<file path="src/rtl/ieu_pkg.sv">
// Purpose: shared constants for the interrupt entry unit and its priority controller
// Assumes: single clock, byte addresses on a 24-bit bus, 32-bit memory words
// Notes: status word layout and acknowledge addresses are held here only
// Notes on behaviour
// RQ1: sources are maskable, non-maskable, abort, internal traps.
// RQ2: adjust registers, acquire vector, then service call.
// RQ3: save status word, force supervisor, interrupt stack.
// RQ4: dispatch entry at base plus vector, call descriptor.
// RQ5: service call pushes module register and return address.
// RQ6: trap return restores state and drops parameter bytes.
// RQ7: maskable uses service return; others use trap return.
// RQ8: maskable line is level sensitive, may repeat.
// RQ9: maskable requests taken only with enable bit set.
// RQ10: enable cleared on entry, restored by either return. Code leaves it set on trap and trace entries.
// RQ11: setup bit selects non-vectored or vectored mode.
// RQ12: non-vectored still acknowledges, uses vector zero.
// RQ13: vectored acknowledge reads low data byte from controller.
// RQ14: controller prioritises up to sixteen request inputs.
// RQ15: service return runs end-of-interrupt, controller re-sends vector.
// RQ16: lone controller supplies vectors zero to 127 only.
// RQ17: negative vector means cascade, never a dispatch index.
// RQ18: non-maskable falling edge: fixed acknowledge address, vector one.
// RQ19: priority: traps, abort, non-maskable, maskable, trace.
// RQ20: cascade entry at base plus (line-16) times 4.
// RQ21: cascaded acknowledge at table address, vector unsigned byte.
// RQ22: acknowledged vector byte read as signed value.
package ieu_pkg;
	localparam int          AW          = 24;
	localparam int          DW          = 32;
	// bus cycle kinds towards the priority controller
	localparam logic [1:0]  CYC_ACK_M   = 2'h0;
	localparam logic [1:0]  CYC_ACK_C   = 2'h1;
	localparam logic [1:0]  CYC_EOI_M   = 2'h2;
	localparam logic [1:0]  CYC_EOI_C   = 2'h3;
	localparam logic [23:0] ADDR_INT_ACK = 24'hFFFE00;
	localparam logic [23:0] ADDR_NMI_ACK = 24'hFFFF00;
	localparam logic [7:0]  VEC_NONVEC  = 8'h00;
	localparam logic [7:0]  VEC_NMI     = 8'h01;
	localparam logic [7:0]  VEC_ABORT   = 8'h02;
	localparam logic [7:0]  VEC_TRACE   = 8'h09;
	localparam logic [3:0]  CASC_TOP    = 4'hF; // upper nibble of line minus 16
	// status word bit positions
	localparam int          PSW_T       = 1;
	localparam int          PSW_U       = 8;
	localparam int          PSW_S       = 9;
	localparam int          PSW_P       = 10;
	localparam int          PSW_I       = 11;
	localparam logic [15:0] PSW_RESET   = 16'h0000;
	localparam logic [15:0] PSW_CLR     = 16'h0702; // S, U, T, P
	localparam logic [15:0] PSW_CLR_I   = 16'h0800;
	// stack frame and table geometry in bytes
	localparam logic [23:0] WORD_BYTES  = 24'h000004;
	localparam logic [23:0] MODT_PB_OFF = 24'h000008;
	localparam logic [23:0] SP_RESET    = 24'h001000;
	localparam logic [23:0] USP_RESET   = 24'h002000;
	localparam logic [23:0] BASE_RESET  = 24'h000400;
endpackage

</file>
<file path="src/rtl/ieu_if.sv">
`timescale 1ns/1ns
// Purpose: bus between entry unit and external priority controller
// Assumes: both ends on ref_clk_i
// Notes: cyc holds until rdy pulses for one cycle
interface ieu_if (input logic clk);
	logic        int_n;   // maskable request, active low level
	logic        cyc;     // special bus cycle in progress
	logic [1:0]  kind;    // acknowledge / end-of-interrupt, master / cascaded
	logic [23:0] addr;    // cycle address
	logic [7:0]  vec;     // low-order data byte from controller
	logic        rdy;     // one-cycle answer strobe
	modport dev (input int_n, vec, rdy, output cyc, kind, addr);
	modport ctl (output int_n, vec, rdy, input cyc, kind, addr);
endinterface // ieu_if

</file>
<file path="src/rtl/ieu_entry.sv">
`timescale 1ns/1ns
// Purpose: interrupt and trap entry and return sequencer of the processor
// Assumes: memory port answers each request with one mem_ack_i pulse
// Notes: abort pin takes a low of two cycles or more on the reset/abort line; a one-cycle pulse is filtered out
module ieu_entry (
	input  wire logic                    ref_clk_i,
	input  wire logic                    resetn_i,
	ieu_if.dev                           bus,
	input  wire logic                    nmi_n_i,
	input  wire logic                    reset_abort_line_n_i,
	input  wire logic                    trap_req_i,
	input  wire logic [7:0]              trap_vec_i,
	input  wire logic                    trace_req_i,
	input  wire logic                    boundary_i,
	input  wire logic [31:0]             ret_addr_i,
	input  wire logic                    setup_write_op_i,
	input  wire logic                    setup_vectored_i,
	input  wire logic                    base_we_i,
	input  wire logic [ieu_pkg::AW-1:0]  base_i,
	input  wire logic                    ret_req_i,
	input  wire logic                    service_return_op_i,
	input  wire logic [15:0]             ret_param_i,
	input  wire logic                    mem_ack_i,
	input  wire logic [ieu_pkg::DW-1:0]  mem_rdata_i,
	output logic                         mem_req_o,
	output logic                         mem_we_o,
	output logic [ieu_pkg::AW-1:0]       mem_addr_o,
	output logic [ieu_pkg::DW-1:0]       mem_wdata_o,
	output logic                         busy_o,
	output logic                         done_o,
	output logic [7:0]                   vector_o,
	output logic [31:0]                  pc_o,
	output logic [15:0]                  processor_status_word_o,
	output logic [15:0]                  unit_descriptor_reg_o,
	output logic [31:0]                  static_base_reg_o,
	output logic [ieu_pkg::AW-1:0]       sp_o,
	output logic [ieu_pkg::AW-1:0]       user_sp_o
);
	import ieu_pkg::*;

	typedef enum logic [14:0] {
		S_IDLE  = 15'h0001, S_ACK   = 15'h0002, S_CRD   = 15'h0004,
		S_CACK  = 15'h0008, S_DESC  = 15'h0010, S_PPC   = 15'h0020,
		S_PPSW  = 15'h0040, S_MSB   = 15'h0080, S_MPB   = 15'h0100,
		S_REOI  = 15'h0200, S_RCRD  = 15'h0400, S_RCEOI = 15'h0800,
		S_RPSW  = 15'h1000, S_RPC   = 15'h2000, S_RSB   = 15'h4000
	} ieu_state_t;

	typedef enum logic [4:0] {
		SRC_TRAP = 5'h01, SRC_ABT = 5'h02, SRC_NMI = 5'h04,
		SRC_INT  = 5'h08, SRC_TRC = 5'h10
	} ieu_src_t;

	ieu_state_t       st_q;
	ieu_src_t         src_q;
	logic             nmi_s;
	logic             abt_s;
	logic             nmi_prev_q;
	logic             abt_prev_q;
	logic             nmi_pend_q;
	logic             abt_pend_q;
	logic             vectored_q;
	logic [AW-1:0]    base_q;
	logic [15:0]      tmp_psw_q;
	logic [31:0]      desc_q;
	logic [15:0]      par_q;
	logic             int_ok;
	logic             take;
	logic             take_abt;
	logic             take_nmi;

	// table address: base plus vector times four, signed or unsigned
	function automatic logic [AW-1:0] tbl_addr(input logic [AW-1:0] b,
		input logic [7:0] v, input logic sgn);
		logic [AW-1:0] off;
		off = {{(AW-10){sgn & v[7]}}, v, 2'b00};
		return b + off;
	endfunction

	// pin inputs cross into the clock domain
	ieu_sync #(.RST_VAL(1'b1)) u_nmi_sync (
		.ref_clk_i (ref_clk_i),
		.resetn_i  (resetn_i),
		.d_i       (nmi_n_i),
		.q_o       (nmi_s)
	);
	ieu_sync #(.RST_VAL(1'b1)) u_abt_sync (
		.ref_clk_i (ref_clk_i),
		.resetn_i  (resetn_i),
		.d_i       (reset_abort_line_n_i),
		.q_o       (abt_s)
	);

	// request selection by fixed priority
	assign int_ok   = !bus.int_n && processor_status_word_o[PSW_I];        // [RQ8] [RQ9]
	assign take     = (st_q == S_IDLE) && !ret_req_i && boundary_i &&
		(trap_req_i || abt_pend_q || nmi_pend_q || int_ok || trace_req_i); // [RQ1]
	assign take_abt = take && !trap_req_i && abt_pend_q;                   // [RQ19]
	assign take_nmi = take && !trap_req_i && !abt_pend_q && nmi_pend_q;    // [RQ19]

	// edge flags for the non-maskable and abort pins, set beats clear
	always_ff @(posedge ref_clk_i or negedge resetn_i)
	begin
		if (!resetn_i)
		begin
			nmi_prev_q <= 1'b1;
			abt_prev_q <= 1'b1;
			nmi_pend_q <= 1'b0;
			abt_pend_q <= 1'b0;
		end
		else
		begin
			nmi_prev_q <= nmi_s;
			abt_prev_q <= abt_s;
			nmi_pend_q <= (nmi_prev_q && !nmi_s) || (nmi_pend_q && !take_nmi); // [RQ18]
			abt_pend_q <= (abt_prev_q && !abt_s) || (abt_pend_q && !take_abt);
		end
	end

	// vectored mode written by the setup operation, table base by base_we_i
	always_ff @(posedge ref_clk_i or negedge resetn_i)
	begin
		if (!resetn_i)
		begin
			vectored_q <= 1'b0;
			base_q     <= BASE_RESET;
		end
		else
		begin
			if (setup_write_op_i)
				vectored_q <= setup_vectored_i; // [RQ11]
			if (base_we_i)
				base_q <= base_i;
		end
	end

	// entry and return sequencer
	always_ff @(posedge ref_clk_i or negedge resetn_i)
	begin
		if (!resetn_i)
		begin
			st_q                    <= S_IDLE;
			src_q                   <= SRC_TRAP;
			mem_req_o               <= 1'b0;
			mem_we_o                <= 1'b0;
			mem_addr_o              <= '0;
			mem_wdata_o             <= '0;
			bus.cyc                 <= 1'b0;
			bus.kind                <= CYC_ACK_M;
			bus.addr                <= '0;
			busy_o                  <= 1'b0;
			done_o                  <= 1'b0;
			vector_o                <= VEC_NONVEC;
			pc_o                    <= '0;
			processor_status_word_o <= PSW_RESET;
			unit_descriptor_reg_o   <= '0;
			static_base_reg_o       <= '0;
			sp_o                    <= SP_RESET;
			user_sp_o               <= USP_RESET;
			tmp_psw_q               <= PSW_RESET;
			desc_q                  <= '0;
			par_q                   <= '0;
		end
		else
		begin
			done_o <= 1'b0;
			case (st_q)
				S_IDLE:
				begin
					if (ret_req_i)
					begin
						busy_o <= 1'b1;
						par_q  <= service_return_op_i ? 16'h0000 : ret_param_i; // [RQ7]
						src_q  <= service_return_op_i ? SRC_INT : SRC_TRAP;
						if (service_return_op_i)
						begin
							bus.cyc  <= 1'b1; // [RQ15]
							bus.kind <= CYC_EOI_M;
							bus.addr <= ADDR_INT_ACK;
							st_q     <= S_REOI;
						end
						else
						begin
							mem_req_o  <= 1'b1;
							mem_we_o   <= 1'b0;
							mem_addr_o <= sp_o;
							st_q       <= S_RPSW;
						end
					end
					else if (take)
					begin
						busy_o    <= 1'b1;
						pc_o      <= ret_addr_i;
						tmp_psw_q <= processor_status_word_o;                      // [RQ3]
						processor_status_word_o <= processor_status_word_o & ~PSW_CLR &
							~((trap_req_i || trace_req_i && !int_ok && !abt_pend_q &&
							!nmi_pend_q) ? 16'h0000 : PSW_CLR_I);           // [RQ3] [RQ10]
						if (trap_req_i || (!abt_pend_q && !nmi_pend_q && !int_ok))
						begin
							src_q      <= trap_req_i ? SRC_TRAP : SRC_TRC;
							vector_o   <= trap_req_i ? trap_vec_i : VEC_TRACE;
							mem_req_o  <= 1'b1;
							mem_we_o   <= 1'b0;
							mem_addr_o <= tbl_addr(base_q, trap_req_i ? trap_vec_i :
								VEC_TRACE, 1'b0);
							st_q       <= S_DESC;
						end
						else if (abt_pend_q)
						begin
							src_q      <= SRC_ABT;
							vector_o   <= VEC_ABORT;
							mem_req_o  <= 1'b1;
							mem_we_o   <= 1'b0;
							mem_addr_o <= tbl_addr(base_q, VEC_ABORT, 1'b0);
							st_q       <= S_DESC;
						end
						else
						begin
							src_q    <= nmi_pend_q ? SRC_NMI : SRC_INT;
							bus.cyc  <= 1'b1;                                       // [RQ2]
							bus.kind <= CYC_ACK_M;
							bus.addr <= nmi_pend_q ? ADDR_NMI_ACK : ADDR_INT_ACK;   // [RQ18]
							st_q     <= S_ACK;
						end
					end
				end
				S_ACK:
				begin
					if (bus.rdy)
					begin
						bus.cyc <= 1'b0;
						mem_req_o <= 1'b1;
						mem_we_o  <= 1'b0;
						if (src_q == SRC_NMI || !vectored_q)
						begin
							vector_o   <= (src_q == SRC_NMI) ? VEC_NMI : VEC_NONVEC; // [RQ12]
							mem_addr_o <= tbl_addr(base_q, (src_q == SRC_NMI) ?
								VEC_NMI : VEC_NONVEC, 1'b0);                      // [RQ18]
							st_q       <= S_DESC;
						end
						else
						begin
							vector_o   <= bus.vec;                                    // [RQ13]
							mem_addr_o <= tbl_addr(base_q, bus.vec, 1'b1);            // [RQ20] [RQ22]
							st_q       <= bus.vec[7] ? S_CRD : S_DESC;                // [RQ17]
						end
					end
				end
				S_CRD, S_RCRD:
				begin
					if (mem_ack_i)
					begin
						mem_req_o <= 1'b0;
						bus.cyc   <= 1'b1;                                          // [RQ21]
						bus.kind  <= (st_q == S_CRD) ? CYC_ACK_C : CYC_EOI_C;
						bus.addr  <= mem_rdata_i[AW-1:0];
						st_q      <= (st_q == S_CRD) ? S_CACK : S_RCEOI;
					end
				end
				S_CACK:
				begin
					if (bus.rdy)
					begin
						bus.cyc    <= 1'b0;
						vector_o   <= bus.vec;
						mem_req_o  <= 1'b1;
						mem_addr_o <= tbl_addr(base_q, bus.vec, 1'b0);                // [RQ21]
						st_q       <= S_DESC;
					end
				end
				S_DESC:
				begin
					if (mem_ack_i)
					begin
						desc_q      <= mem_rdata_i;                                  // [RQ4]
						mem_we_o    <= 1'b1;
						mem_addr_o  <= sp_o - WORD_BYTES;
						mem_wdata_o <= pc_o;                                         // [RQ5]
						sp_o        <= sp_o - WORD_BYTES;
						st_q        <= S_PPC;
					end
				end
				S_PPC:
				begin
					if (mem_ack_i)
					begin
						mem_addr_o  <= sp_o - WORD_BYTES;
						mem_wdata_o <= {tmp_psw_q, unit_descriptor_reg_o};           // [RQ5]
						sp_o        <= sp_o - WORD_BYTES;
						st_q        <= S_PPSW;
					end
				end
				S_PPSW:
				begin
					if (mem_ack_i)
					begin
						mem_we_o              <= 1'b0;
						unit_descriptor_reg_o <= desc_q[15:0];                        // [RQ4]
						mem_addr_o            <= {{(AW-16){1'b0}}, desc_q[15:0]};
						st_q                  <= S_MSB;
					end
				end
				S_MSB, S_RSB:
				begin
					if (mem_ack_i)
					begin
						static_base_reg_o <= mem_rdata_i;
						if (st_q == S_MSB)
						begin
							mem_addr_o <= mem_addr_o + MODT_PB_OFF;
							st_q       <= S_MPB;
						end
						else
						begin
							mem_req_o <= 1'b0;
							user_sp_o <= user_sp_o + {{(AW-16){1'b0}}, par_q};    // [RQ6]
							busy_o    <= 1'b0;
							done_o    <= 1'b1;
							st_q      <= S_IDLE;
						end
					end
				end
				S_MPB:
				begin
					if (mem_ack_i)
					begin
						mem_req_o <= 1'b0;
						pc_o      <= mem_rdata_i + {16'h0000, desc_q[31:16]};        // [RQ4]
						busy_o    <= 1'b0;
						done_o    <= 1'b1;
						st_q      <= S_IDLE;
					end
				end
				S_REOI, S_RCEOI:
				begin
					if (bus.rdy)
					begin
						bus.cyc   <= 1'b0;
						mem_req_o <= 1'b1;
						mem_we_o  <= 1'b0;
						if (st_q == S_REOI && bus.vec[7])
						begin
							mem_addr_o <= tbl_addr(base_q, bus.vec, 1'b1);            // [RQ15] [RQ17]
							st_q       <= S_RCRD;
						end
						else
						begin
							mem_addr_o <= sp_o;
							st_q       <= S_RPSW;
						end
					end
				end
				S_RPSW:
				begin
					if (mem_ack_i)
					begin
						processor_status_word_o <= mem_rdata_i[31:16];               // [RQ6] [RQ10]
						unit_descriptor_reg_o   <= mem_rdata_i[15:0];
						mem_addr_o              <= sp_o + WORD_BYTES;
						sp_o                    <= sp_o + WORD_BYTES;
						st_q                    <= S_RPC;
					end
				end
				S_RPC:
				begin
					if (mem_ack_i)
					begin
						pc_o       <= mem_rdata_i;                                   // [RQ6]
						sp_o       <= sp_o + WORD_BYTES;
						mem_addr_o <= {{(AW-16){1'b0}}, unit_descriptor_reg_o};
						st_q       <= S_RSB;
					end
				end
				default:
				begin
					st_q      <= S_IDLE;
					mem_req_o <= 1'b0;
					bus.cyc   <= 1'b0;
					busy_o    <= 1'b0;
				end
			endcase
		end
	end
endmodule // ieu_entry

</file>
<file path="src/rtl/ieu_sync.sv">
`timescale 1ns/1ns
// Purpose: three-stage pin synchroniser with agreement filter
// Assumes: asynchronous pin input
// Notes: output moves only when stages two and three agree
module ieu_sync #(
	parameter logic RST_VAL = 1'b1
) (
	input  wire logic ref_clk_i,
	input  wire logic resetn_i,
	input  wire logic d_i,
	output logic      q_o
);
	logic s1_q;
	logic s2_q;
	logic s3_q;

	// shift chain, first stage feeds second only
	always_ff @(posedge ref_clk_i or negedge resetn_i)
	begin
		if (!resetn_i)
		begin
			s1_q <= RST_VAL;
			s2_q <= RST_VAL;
			s3_q <= RST_VAL;
			q_o  <= RST_VAL;
		end
		else
		begin
			s1_q <= d_i;
			s2_q <= s1_q;
			s3_q <= s2_q;
			if (s2_q == s3_q)
				q_o <= s3_q;
		end
	end
endmodule // ieu_sync

</file>
<file path="src/flat_wrapper.sv">
// flat-port wrapper written by rule: the top's interface ports become plain ports
module ieu_entry_flat import ieu_pkg::*;
  (ref_clk_i, resetn_i, nmi_n_i, reset_abort_line_n_i, trap_req_i, trap_vec_i, trace_req_i, boundary_i, ret_addr_i, setup_write_op_i, setup_vectored_i, base_we_i, base_i, ret_req_i, service_return_op_i, ret_param_i, mem_ack_i, mem_rdata_i, mem_req_o, mem_we_o, mem_addr_o, mem_wdata_o, busy_o, done_o, vector_o, pc_o, processor_status_word_o, unit_descriptor_reg_o, static_base_reg_o, sp_o, user_sp_o, clk, bus_int_n, bus_vec, bus_rdy, bus_cyc, bus_kind, bus_addr);
  ieu_if bus_i (.clk(clk));
  input  wire logic ref_clk_i;
  input  wire logic resetn_i;
  input  wire logic nmi_n_i;
  input  wire logic reset_abort_line_n_i;
  input  wire logic trap_req_i;
  input  wire logic [7:0] trap_vec_i;
  input  wire logic trace_req_i;
  input  wire logic boundary_i;
  input  wire logic [31:0] ret_addr_i;
  input  wire logic setup_write_op_i;
  input  wire logic setup_vectored_i;
  input  wire logic base_we_i;
  input  wire logic [ieu_pkg::AW-1:0] base_i;
  input  wire logic ret_req_i;
  input  wire logic service_return_op_i;
  input  wire logic [15:0] ret_param_i;
  input  wire logic mem_ack_i;
  input  wire logic [ieu_pkg::DW-1:0] mem_rdata_i;
  output logic mem_req_o;
  output logic mem_we_o;
  output logic [ieu_pkg::AW-1:0] mem_addr_o;
  output logic [ieu_pkg::DW-1:0] mem_wdata_o;
  output logic busy_o;
  output logic done_o;
  output logic [7:0] vector_o;
  output logic [31:0] pc_o;
  output logic [15:0] processor_status_word_o;
  output logic [15:0] unit_descriptor_reg_o;
  output logic [31:0] static_base_reg_o;
  output logic [ieu_pkg::AW-1:0] sp_o;
  output logic [ieu_pkg::AW-1:0] user_sp_o;
  input wire logic clk;
  input wire logic [$bits(bus_i.int_n)-1:0] bus_int_n;
  input wire logic [$bits(bus_i.vec)-1:0] bus_vec;
  input wire logic [$bits(bus_i.rdy)-1:0] bus_rdy;
  output wire logic [$bits(bus_i.cyc)-1:0] bus_cyc;
  output wire logic [$bits(bus_i.kind)-1:0] bus_kind;
  output wire logic [$bits(bus_i.addr)-1:0] bus_addr;
  assign bus_i.int_n = bus_int_n;
  assign bus_i.vec = bus_vec;
  assign bus_i.rdy = bus_rdy;
  assign bus_cyc = bus_i.cyc;
  assign bus_kind = bus_i.kind;
  assign bus_addr = bus_i.addr;
  ieu_entry u_core (.ref_clk_i(ref_clk_i), .resetn_i(resetn_i), .bus(bus_i), .nmi_n_i(nmi_n_i), .reset_abort_line_n_i(reset_abort_line_n_i), .trap_req_i(trap_req_i), .trap_vec_i(trap_vec_i), .trace_req_i(trace_req_i), .boundary_i(boundary_i), .ret_addr_i(ret_addr_i), .setup_write_op_i(setup_write_op_i), .setup_vectored_i(setup_vectored_i), .base_we_i(base_we_i), .base_i(base_i), .ret_req_i(ret_req_i), .service_return_op_i(service_return_op_i), .ret_param_i(ret_param_i), .mem_ack_i(mem_ack_i), .mem_rdata_i(mem_rdata_i), .mem_req_o(mem_req_o), .mem_we_o(mem_we_o), .mem_addr_o(mem_addr_o), .mem_wdata_o(mem_wdata_o), .busy_o(busy_o), .done_o(done_o), .vector_o(vector_o), .pc_o(pc_o), .processor_status_word_o(processor_status_word_o), .unit_descriptor_reg_o(unit_descriptor_reg_o), .static_base_reg_o(static_base_reg_o), .sp_o(sp_o), .user_sp_o(user_sp_o));
endmodule
</file>
<file path="config.mk">
export PLATFORM = sky130hd
export DESIGN_NAME = ieu_entry_flat
export DESIGN_NICKNAME = d
export VERILOG_FILES = /design/src/rtl/ieu_pkg.sv /design/src/rtl/ieu_if.sv /design/src/rtl/ieu_entry.sv /design/src/rtl/ieu_sync.sv /design/src/flat_wrapper.sv
export SDC_FILE = /design/constraint.sdc
export NUM_CORES = 1
export LEC_CHECK = 0
export BUFFER_PORTS_ARGS = -buffer_cell sky130_fd_sc_hd__buf_2
export CORE_ASPECT_RATIO = 0.9
export CORE_MARGIN = 3
export CORE_UTILIZATION = 62
export CTS_BUF_LIST = sky130_fd_sc_hd__clkbuf_4 sky130_fd_sc_hd__clkbuf_8 sky130_fd_sc_hd__clkbuf_16
export CTS_CLUSTER_DIAMETER = 60
export DETAILED_ROUTE_END_ITERATION = 10
export PLACE_DENSITY = 0.87
export SLEW_MARGIN = 10
export SYNTH_ARGS = -nofsm -noshare
export SYNTH_HDL_FRONTEND = slang
export SYNTH_SLANG_ARGS = --single-unit
</file>
<file path="constraint.sdc">
create_clock -name ref_clk_i -period 6.9 [get_ports ref_clk_i]
set_input_delay 1.035 -clock ref_clk_i [delete_from_list [all_inputs] [get_ports ref_clk_i]]
set_output_delay 1.035 -clock ref_clk_i [all_outputs]
set_load 0.05 [all_outputs]
</file>
; Word-level counts from Yosys, hierarchy flattened
; Cells that the tools add are included.
[totals]
inputBits = 136
out_inout_bits = 239
ff_bits = 360
[op_classes]
mux = 121
n_addsub = 10
eq_ne = 45
n_reduce_logical = 78
bitwise_logic = 7
[op_table]
columns = operator, count
row1 = $mux W24, 22
row2 = $mux W15, 15
row3 = $pmux W24 S9, 1
row4 = $mux W32, 6
row5 = $pmux W15 S12, 1
row6 = $mux W16, 6
row7 = $pmux W24 S2, 2
row8 = $pmux W32 S3, 1
row9 = $add A24 B10 Y24, 3
row10 = $mux W8, 8
row11 = $pmux W16 S2, 2
row12 = $pmux W32 S2, 1
row13 = $add A24 B4 Y24 const B, 2
row14 = $mux W5, 7
row15 = $add A32 B16 Y32, 1
row16 = $mux W1, 27
row17 = $mux W13, 2
row18 = $ne A2 B2 Y1 const B, 13
row19 = $add A24 B16 Y24, 1
row20 = $add A24 B24 Y24, 1
row21 = $add A24 B3 Y24 const B, 1
row22 = $mux W12, 2
row23 = $pmux W8 S3, 1
row24 = $sub A24 B3 Y24 const B, 1
row25 = other kinds (53), 134

; Logic depth before layout (Yosys ltp)
; Gate-level depths: netlist (run 1).
[depth]
ltp_word = 13
depth_mapped = 13
depth_no_buf = 12

; Cells and area by module
; A second synthesis (run 1) with hierarchy kept.
[hier_totals]
cells_unflattened = 2563
area_unflattened_um2 = 22669.2
[modules_own_cells]
columns = module, seq_area_each_um2, cells_each, area_per_inst_um2, n_inst
row1 = ieu_entry, 8767.2, 2553, 22436.5, 1
row2 = ieu_sync, 105.1, 5, 116.4, 2

; Worst setup path after synthesis (run 1)
; Ideal clock, no wire load.
[synth_timing]
path_kind = input port to flip-flop
startpoint = input trap_vec_i[0]
endpoint = register u_core.mem_addr_o[22] (netlist name)
t_arrival_ns = 3.316
path_stages = 12
n_path_buf = 0
setup_slack_ns = 3.453
cell_sequence = nand2b_1 ha_1 fa_1 a211oi_1 o21ai_0 a311oi_1 nor3_1 nand2_1 xor2_1 a21oi_1 o32ai_1 o21ai_1
[synth_via]
elab_chain_len = 6
[synth_lines]
columns = item, line_no
row1 = "start, declared", flat_wrapper.sv:10  ; input wire logic [7:0] trap_vec_i;
row2 = $mux W8, ieu_entry.sv:204  ; mem_addr_o <= tbl_addr(base_q, trap_req_i ? trap_vec_i :
row3 = $add A24 B10 Y24, ieu_entry.sv:77  ; return b + off;
row4 = $mux W24, ieu_entry.sv:198  ; if (trap_req_i || (!abt_pend_q && !nmi_pend_q && !int_ok))
row5 = $mux W24, ieu_entry.sv:190  ; else if (take)
row6 = $mux W24, ieu_entry.sv:170  ; if (ret_req_i)
row7 = $pmux W24 S9, ieu_entry.sv:167  ; case (st_q)
row8 = "end signal, assigned", ieu_entry.sv:186  ; mem_addr_o <= sp_o;
row9 = "end signal, assigned", ieu_entry.sv:204
row10 = "end signal, assigned", ieu_entry.sv:214  ; mem_addr_o <= tbl_addr(base_q, VEC_ABORT, 1'b0);
row11 = "end, declared", ieu_entry.sv:27  ; output logic [ieu_pkg::AW-1:0] mem_addr_o,
; No other way between the ends. The select of a mux whose other input is x is not followed.
; A chain may end at the register's enable or synchronous reset.

; Worst setup path in the final report (run 1)
[layout_timing]
startpoint = register u_core.st_q[9]
endpoint = register u_core.unit_descriptor_reg_o[0]
[layout_via]
elab_chain_len = 3
[layout_lines]
columns = item, line_no
row1 = "start, declared", ieu_entry.sv:54  ; ieu_state_t st_q;
row2 = "start signal, assigned", ieu_entry.sv:245  ; st_q <= bus.vec[7] ? S_CRD : S_DESC;
row3 = "start signal, assigned", ieu_entry.sv:257  ; st_q <= (st_q == S_CRD) ? S_CACK : S_RCEOI;
row4 = $eq A15 B13 Y1 or $eq A15 B7 Y1 (tied branches), ieu_entry.sv:167
row5 = $ne A2 B2 Y1 (no line) or $reduce_bool A2 Y1 (tied branches), --
row6 = $reduce_and A3 Y1 (no line), --
row7 = "end signal, assigned", ieu_entry.sv:298  ; unit_descriptor_reg_o <= desc_q[15:0];
row8 = "end signal, assigned", ieu_entry.sv:358  ; unit_descriptor_reg_o <= mem_rdata_i[15:0];
row9 = "end, declared", ieu_entry.sv:34  ; output logic [15:0] unit_descriptor_reg_o,
; Several ways; a longest one is shown, not always the timed one.

==> flow_summary.yaml, run 1 <==
timing:
  hold_violations: 0
  drv_slew: 0
  finClkSkew_ns: 0.0211
  fmax_ghz: 0.230
  finalSetupTns_ns: 0
  setup_viol: 0
  rsz0062_at_grt: "no"
  setup_slack_ns: 2.56
  final.period_utilization_pct: 63.0
  relSlewSlack_pct: 24.8
  fin_crit_ns: 4.34
  tightest_slew_ns: 1.13
finish:
  drive_gt1_share_pct: 22.6
  nFillCells: 2513
  final_area_um2: 25400
  nets: 2937
  area_growth_pct: 15.9
  final_common_cell: "buf_2"
  layout_common_cells: "buf_2 (370), nand2_1 (354), dfrtp_1 (343)"
placed_design:
  place_area_um2: 24000
  io_buffers: 371
  hpwl_um: 57600
  gp_congestion: 1.00
  dp_slack_ns: 2.65
power:
  switching_share_pct: 50.8
  internal_power_uw: 5960
  leakagePower_uw: 0.0117
  power_density_nw_per_um2: 476
  seq_power_share_pct: 30.7
  clockPowerShare_pct: 18.9
  totalPowerFinal_uw: 12100
  p_switching_uw: 6150
  ir_drop_mv: 0.360
  p_comb_share_pct: 50.4
synth:
  synth_top_family_by_area: "compound AO/OA/AOI/OAI gates"
  ys_warn_count: 0
  ys_seq_elements: 358
  synth_edf_count: 0
  synthAdderAreaFrac_pct: 4.28
  syn-cell-area_um2: 21900
  syn_area_per_cell_um2: 8.98
  syn_inst: 2444
  synthFlopType: "dfrtp_1"
  synth_mux_area_share_pct: 7.46
  synth-compound-area-share_pct: 19.5
  synth.distinct_cells: 87
  synth_simple_gate_area_share_pct: 18.3
  synth.yosys.seq_area_share_pct: 40.9
  async_flop_share_pct: 100
  synth_xor_area_share_pct: 5.79
floorplan:
  ioPinCount: 375
  start_util_pct: 63.7
  die_w_um: 204
  die-area_um2: 37700
  rows: 64
  die_y_um: 185
  core_area_um2: 34400
clocking:
  cts_tree: "yes"
  clock_path_buffers: 3
  cts_sinks: 358
  numCtsBuffers: 40
  clkSlewWorstSetupHoldPaths_ns: 0.07
  cts_hold_buffers: 0
  post_cts_buffers: 0
  htreeDepth: 2
  ctsResizeCount: 0
  cts-root-buf: "clkbuf_16"
  clock_latency_ns: 0.56
worst_setup_path:
  critPathMaxStageDelay_ns: 0.78
  critical_path.top_delay_family: "compound AO/OA/AOI/OAI gates"
  path_class: "register to register"
  rr_worst_depth: 9
  timing.rr.start: "u_core.st_q[9]"
  cp_max_fo: 32
  critPathBufInv: 1
  required_ns: 7.30
  crit_path_top_delay_cell: "o21a_1"
  cp_num_cells: 9
  r2r_end: "u_core.unit_descriptor_reg_o[0]"
  r2r_setup_slack_ns: 2.56
  crit_path_start: "u_core.st_q[9]"
  endpoint: "u_core.unit_descriptor_reg_o[0]"
  worst_ep_arrival_time_ns: 4.74
  cp-start-kind: "register"
  end_kind: "register"
  crit_chain: "nor4_4 -> and3_1 -> nand3_1 -> a21oi_1 -> a211o_1 -> o21bai_1 -> buf_4 -> o21a_1 -> o21ai_0"
routing:
  first_iter_violations: 3007
  dr.pass1.iters: 7
  via_count: 21700
  antenna_left: 0
  drc: 0
  routed_wl_um: 81000
  vias_per_cell: 6.71
  drt-wirelength-per-cell_um: 25.1
run:
  maxCapViolCount: 0
hold_path:
  hold_class: "register to register"
grt:
  antenna_found_initial: 6
  grt_pass1_vias: 20400
  overflow: 0
  track_usage_pct: 41.5
  grt_max_degree: 95
  grt_pass1_wl_um: 121000
outcome:
  outcome: "complete, no violations"
## logic make-up (layout without fill, tap and decap cells)
kind of cell / Yosys count / count (layout)
simple gates: 854 / 854
xor+xnor: 145 / 145
other cells: 1 / 8
mux: 152 / 152
flops: 358 / 358
buf+inv: 203 / 518
compound gates: 658 / 658
fa+ha+maj: 73 / 73
## cells in the mapped netlist, drive strengths merged, types with 19 or more instances
library cell	n	area, µm²
nand2	355	1330
dfrtp	343	8580
o21ai	218	1090
nor2	180	676
clkbuf	125	472
a21oi	122	614
mux2	93	1050
xnor2	78	683
nand3	74	370
ha	67	838
xor2	67	587
mux2i	59	591
nor3	56	300
buf	38	199
inv	38	143
a31oi	34	213
and3	25	156
o211ai	24	180
o21a	24	180
nand4	23	159
nor4	23	210
a22oi	22	165
nand2b	22	138
a21o	21	158
a221oi	19	166
and2	19	119
## flip-flops by register name, indices dropped and copies added, names as in the netlist, 2 cells and up
| signal | flops |
|---|---|
| u_core.vector_o | 8 |
| u_core.mem_addr_o | 24 |
| u_core.static_base_reg_o | 32 |
| u_core.tmp_psw_q | 16 |
| u_core.base_q | 24 |
| u_core.mem_wdata_o | 32 |
| u_core.unit_descriptor_reg_o | 16 |
| u_core.src_q | 5 |
| u_core.user_sp_o | 24 |
| u_core.pc_o | 32 |
| u_core.st_q | 15 |
| u_core.par_q | 16 |
| u_core.bus.addr | 24 |
| u_core.bus.kind | 2 |
| u_core.processor_status_word_o | 16 |
| u_core.sp_o | 22 |
| u_core.desc_q | 32 |
## area by class of cell
type                            count  area, µm²  area share (%)
Clock buffer                       53       1130            4.44
Clock inverter                     19        260            1.02
Tap cell                          462        578            2.27
Sequential cell                   358       8980            35.3
Antenna cell                        6       15.0          0.0590
Multi-Input combinational cell   1884      12200            48.0
Timing Repair Buffer              406       2130            8.37
Inverter                           40        150           0.590
## worst min path at each step
stage	cells past startpoint	from	endpoint	slack [ns]
floorplan	0	u_core.u_abt_sync.s1_q	u_core.u_abt_sync.s2_q	0.35
global placement	0	u_core.u_nmi_sync.s1_q	u_core.u_nmi_sync.s2_q	0.35
detailed placement	0	u_core.u_abt_sync.s1_q	u_core.u_abt_sync.s2_q	0.35
CTS	0	u_core.u_nmi_sync.s2_q	u_core.u_nmi_sync.s3_q	0.35
global route	0	u_core.u_nmi_sync.s2_q	u_core.u_nmi_sync.s3_q	0.36
finish	0	u_core.u_nmi_sync.s2_q	u_core.u_nmi_sync.s3_q	0.36
## metal layers
layer	track usage, %	wire length (µm)	up-vias
met5	0	11	-
met4	15.1	3010	2
met3	12.4	10600	222
met2	59.5	34400	1521
met1	59.8	33000	10500
li1	-	-	9440
## per-stage QoR
step	std cells	utilization [%]	hold slack, ns
finish	3228	73.9	0.357
floorplan	2445	-	0.345
global placement	3150	69.8	0.346
CTS	3222	73.9	0.348
detailed placement	3150	69.8	0.348
global route	3227	73.9	0.357
## worst register-to-register path: stages, from the launching register on
cell and delay [ns]:
dfrtp_1 0.49, nor4_4 0.43, and3_1 0.35, nand3_1 0.74
a21oi_1 0.53, a211o_1 0.22, o21bai_1 0.13, buf_4 0.28
o21a_1 0.79, o21ai_0 0.24
## power groups by stage
stage | registers, µW | clock network (µW) | logic [µW]
2_1_floorplan | 5090 | 0 | 2750
3_3_place_gp | 3640 | 0 | 5780
3_5_place_dp | 3680 | 0 | 5930
4_1_cts | 3670 | 2300 | 5980
5_1_grt | 3780 | 2370 | 6460
6_report | 3720 | 2290 | 6100
Power figures use the tool's default switching activity.
==> run 2, diff against run 1 <==
Settings changed: CORE_UTILIZATION 62 to 58, PLACE_DENSITY 0.87 to 0.82.
Clock period 6.9 ns to 4.5 ns, I/O delays scaled along.
==> run 2 against run 1 <==
Net effect:
- critical endpoint is now u_core.mem_addr_o[22]
- die area increased by 6.7%
- clock skew increased by 0.0014 ns
- critical path type is now primary input to register
- first-iteration DRC count decreased by 4.2%
- utilization decreased by 3.7 points
- power increased by 55%
- count of clock-buffer cells in the layout increased by 1
- register-to-register slack got worse by 1.6 ns
- via count decreased by 1.6%
- sequential power increased by 53%
==> flow_summary.yaml, run 2 (synthesis results as in run 1) <==
grt:
  overflow: 0
  grt_pass1_wl_um: 117000
  antenna_found_initial: 4
  grt_max_degree: 95
  track_usage_pct: 37.5
  grt_pass1_vias: 20100
routing:
  dr.max_layer_used: "met5"
  drc: 0
  antenna_left: 0
  vias_per_cell: 6.54
  drt-wirelength-per-cell_um: 23.9
  wl_met3_um: 9630
  route.met2.wl_um: 33300
  routed_wl_um: 77900
  first_iter_violations: 2880
  via_count: 21300
  dr.pass1.iters: 9
  drt-met1-wl_um: 32100
run:
  maxCapViolCount: 0
clocking:
  cts_sinks: 358
  cts_hold_buffers: 0
  clock_path_buffers: 3
  numCtsBuffers: 42
  htreeDepth: 2
  cts_tree: "yes"
  clock_latency_ns: 0.57
  clkSlewWorstSetupHoldPaths_ns: 0.06
  ctsResizeCount: 0
  post_cts_buffers: 0
  cts-root-buf: "clkbuf_16"
power:
  internal_power_uw: 9420
  totalPowerFinal_uw: 18700
  p_comb_share_pct: 49.7
  power_density_nw_per_um2: 727
  leakagePower_uw: 0.0118
  switching_share_pct: 49.7
  p_switching_uw: 9320
  seq_power_share_pct: 30.3
  clockPowerShare_pct: 20.0
  ir_drop_mv: 0.559
timing:
  tightest_slew_ns: 1.18
  holdWs_ns: 0.163
  final.period_utilization_pct: 78.8
  fin_crit_ns: 3.55
  drv_slew: 0
  fmax_ghz: 0.282
  finalSetupTns_ns: 0
  setup_viol: 0
  relSlewSlack_pct: 21.5
  finClkSkew_ns: 0.0225
  rsz0062_at_grt: "no"
  hold_violations: 0
outcome:
  outcome: "complete, no violations"
finish:
  final_util_pct: 70.1
  area_growth_pct: 17.4
  final_common_cell: "buf_2"
  multiInputGateArea_um2: 12200
  seq_area_um2: 8980
  nets: 2957
  drive_gt1_share_pct: 23.3
  nFillCells: 2856
  post_layout_nonfiller_instances: 3261
  layout_common_cells: "buf_2 (370), nand2_1 (354), dfrtp_1 (343)"
worst_setup_path:
  crit_chain: "buf_2 -> nand2b_1 -> ha_1 -> fa_1 -> a211oi_1 -> o21ai_0 -> a311oi_1 -> nor3_1 -> nand2_1 -> xor2_1 -> a21oi_1 -> o32ai_1 -> o21ai_1"
  crit_path_top_delay_cell: "a311oi_1"
  end_kind: "register"
  cp-start-kind: "primary input"
  worst_ep_arrival_time_ns: 3.98
  path_class: "primary input to register"
  required_ns: 4.93
  cp_max_fo: 16
  critPathMaxStageDelay_ns: 0.55
  critical_path.top_delay_family: "compound AO/OA/AOI/OAI gates"
  critPathBufInv: 1
placed_design:
  place_inst: 3182
  gp_congestion: 1.01
  hpwl_um: 57000
  io_buffers: 371
floorplan:
  start_util_pct: 59.7
  die_y_um: 191
  die-area_um2: 40200
  die_w_um: 211
  ioPinCount: 375
  core_area_um2: 36700
  rows: 66
hold_path:
  hold_class: "primary input to async pin"
-- run 2: cell count changes in the layout (fill, tap and decap cells not counted), moves of 2 or more --
| cell | delta |
|---|---|
| diode_2 | -5 |
| clkbuf_4 | -3 |
| clkinv_8 | +2 |
| inv_6 | -2 |
| buf_4 | +15 |
| clkbuf_16 | +3 |
| bufinv_16 | +2 |
| buf_12 | +3 |
| clkinv_2 | +3 |
-- run 2: final cells by class --
class / instances / share of cell area [%]
diodes: 1 / 0.00971
repair buffers: 424 / 8.93
multi-input cells: 1884 / 47.3
flip-flops and latches: 358 / 34.8
inverters: 40 / 0.582
clock inverters: 24 / 1.35
clock buffers: 54 / 4.64
well taps: 476 / 2.31
-- run 2: power by group through the flow --
| stage | clock [µW] | sequential [µW] | combinational (µW) |
|---|---|---|---|
| 6_report | 3750 | 5680 | 9310 |
| 3_5_place_dp | 0 | 5650 | 9110 |
| 5_1_grt | 3920 | 5780 | 9860 |
| 4_1_cts | 3780 | 5620 | 9170 |
| 3_3_place_gp | 0 | 5590 | 8930 |
| 2_1_floorplan | 0 | 7800 | 4220 |
-- run 2: per-layer routing --
layer / vias up / global-route usage, %
li1: 9472 / -
met1: 10300 / 54.1
met2: 1294 / 54.6
met3: 215 / 10.4
met4: 2 / 12.7
met5: - / 0
-- run 2: per-stage QoR --
step	setup slack (ns)	area (µm²)
finish	0.954	25800
global route	0.701	25800
CTS	1.05	25800
detailed placement	0.478	24200
global placement	0.585	24200
floorplan	1.41	22000
-- run 2: path summary, 6_finish.rpt --
check                                             from                endpoint  slack [ns]  cells past startpoint
worst max-delay path                        trap_req_i   u_core.mem_addr_o[22]        0.95                     13
worst min-delay path                          resetn_i         u_core.par_q[4]        0.16                      1
worst max register to register          u_core.st_q[9]   u_core.mem_addr_o[10]        0.98                      8
worst min register to register  u_core.u_nmi_sync.s1_q  u_core.u_nmi_sync.s2_q        0.36                      0
max in group asynchronous                     resetn_i   u_core.u_abt_sync.q_o        3.27                      2
min in group ref_clk_i                         nmi_n_i  u_core.u_nmi_sync.s1_q        0.20                      1
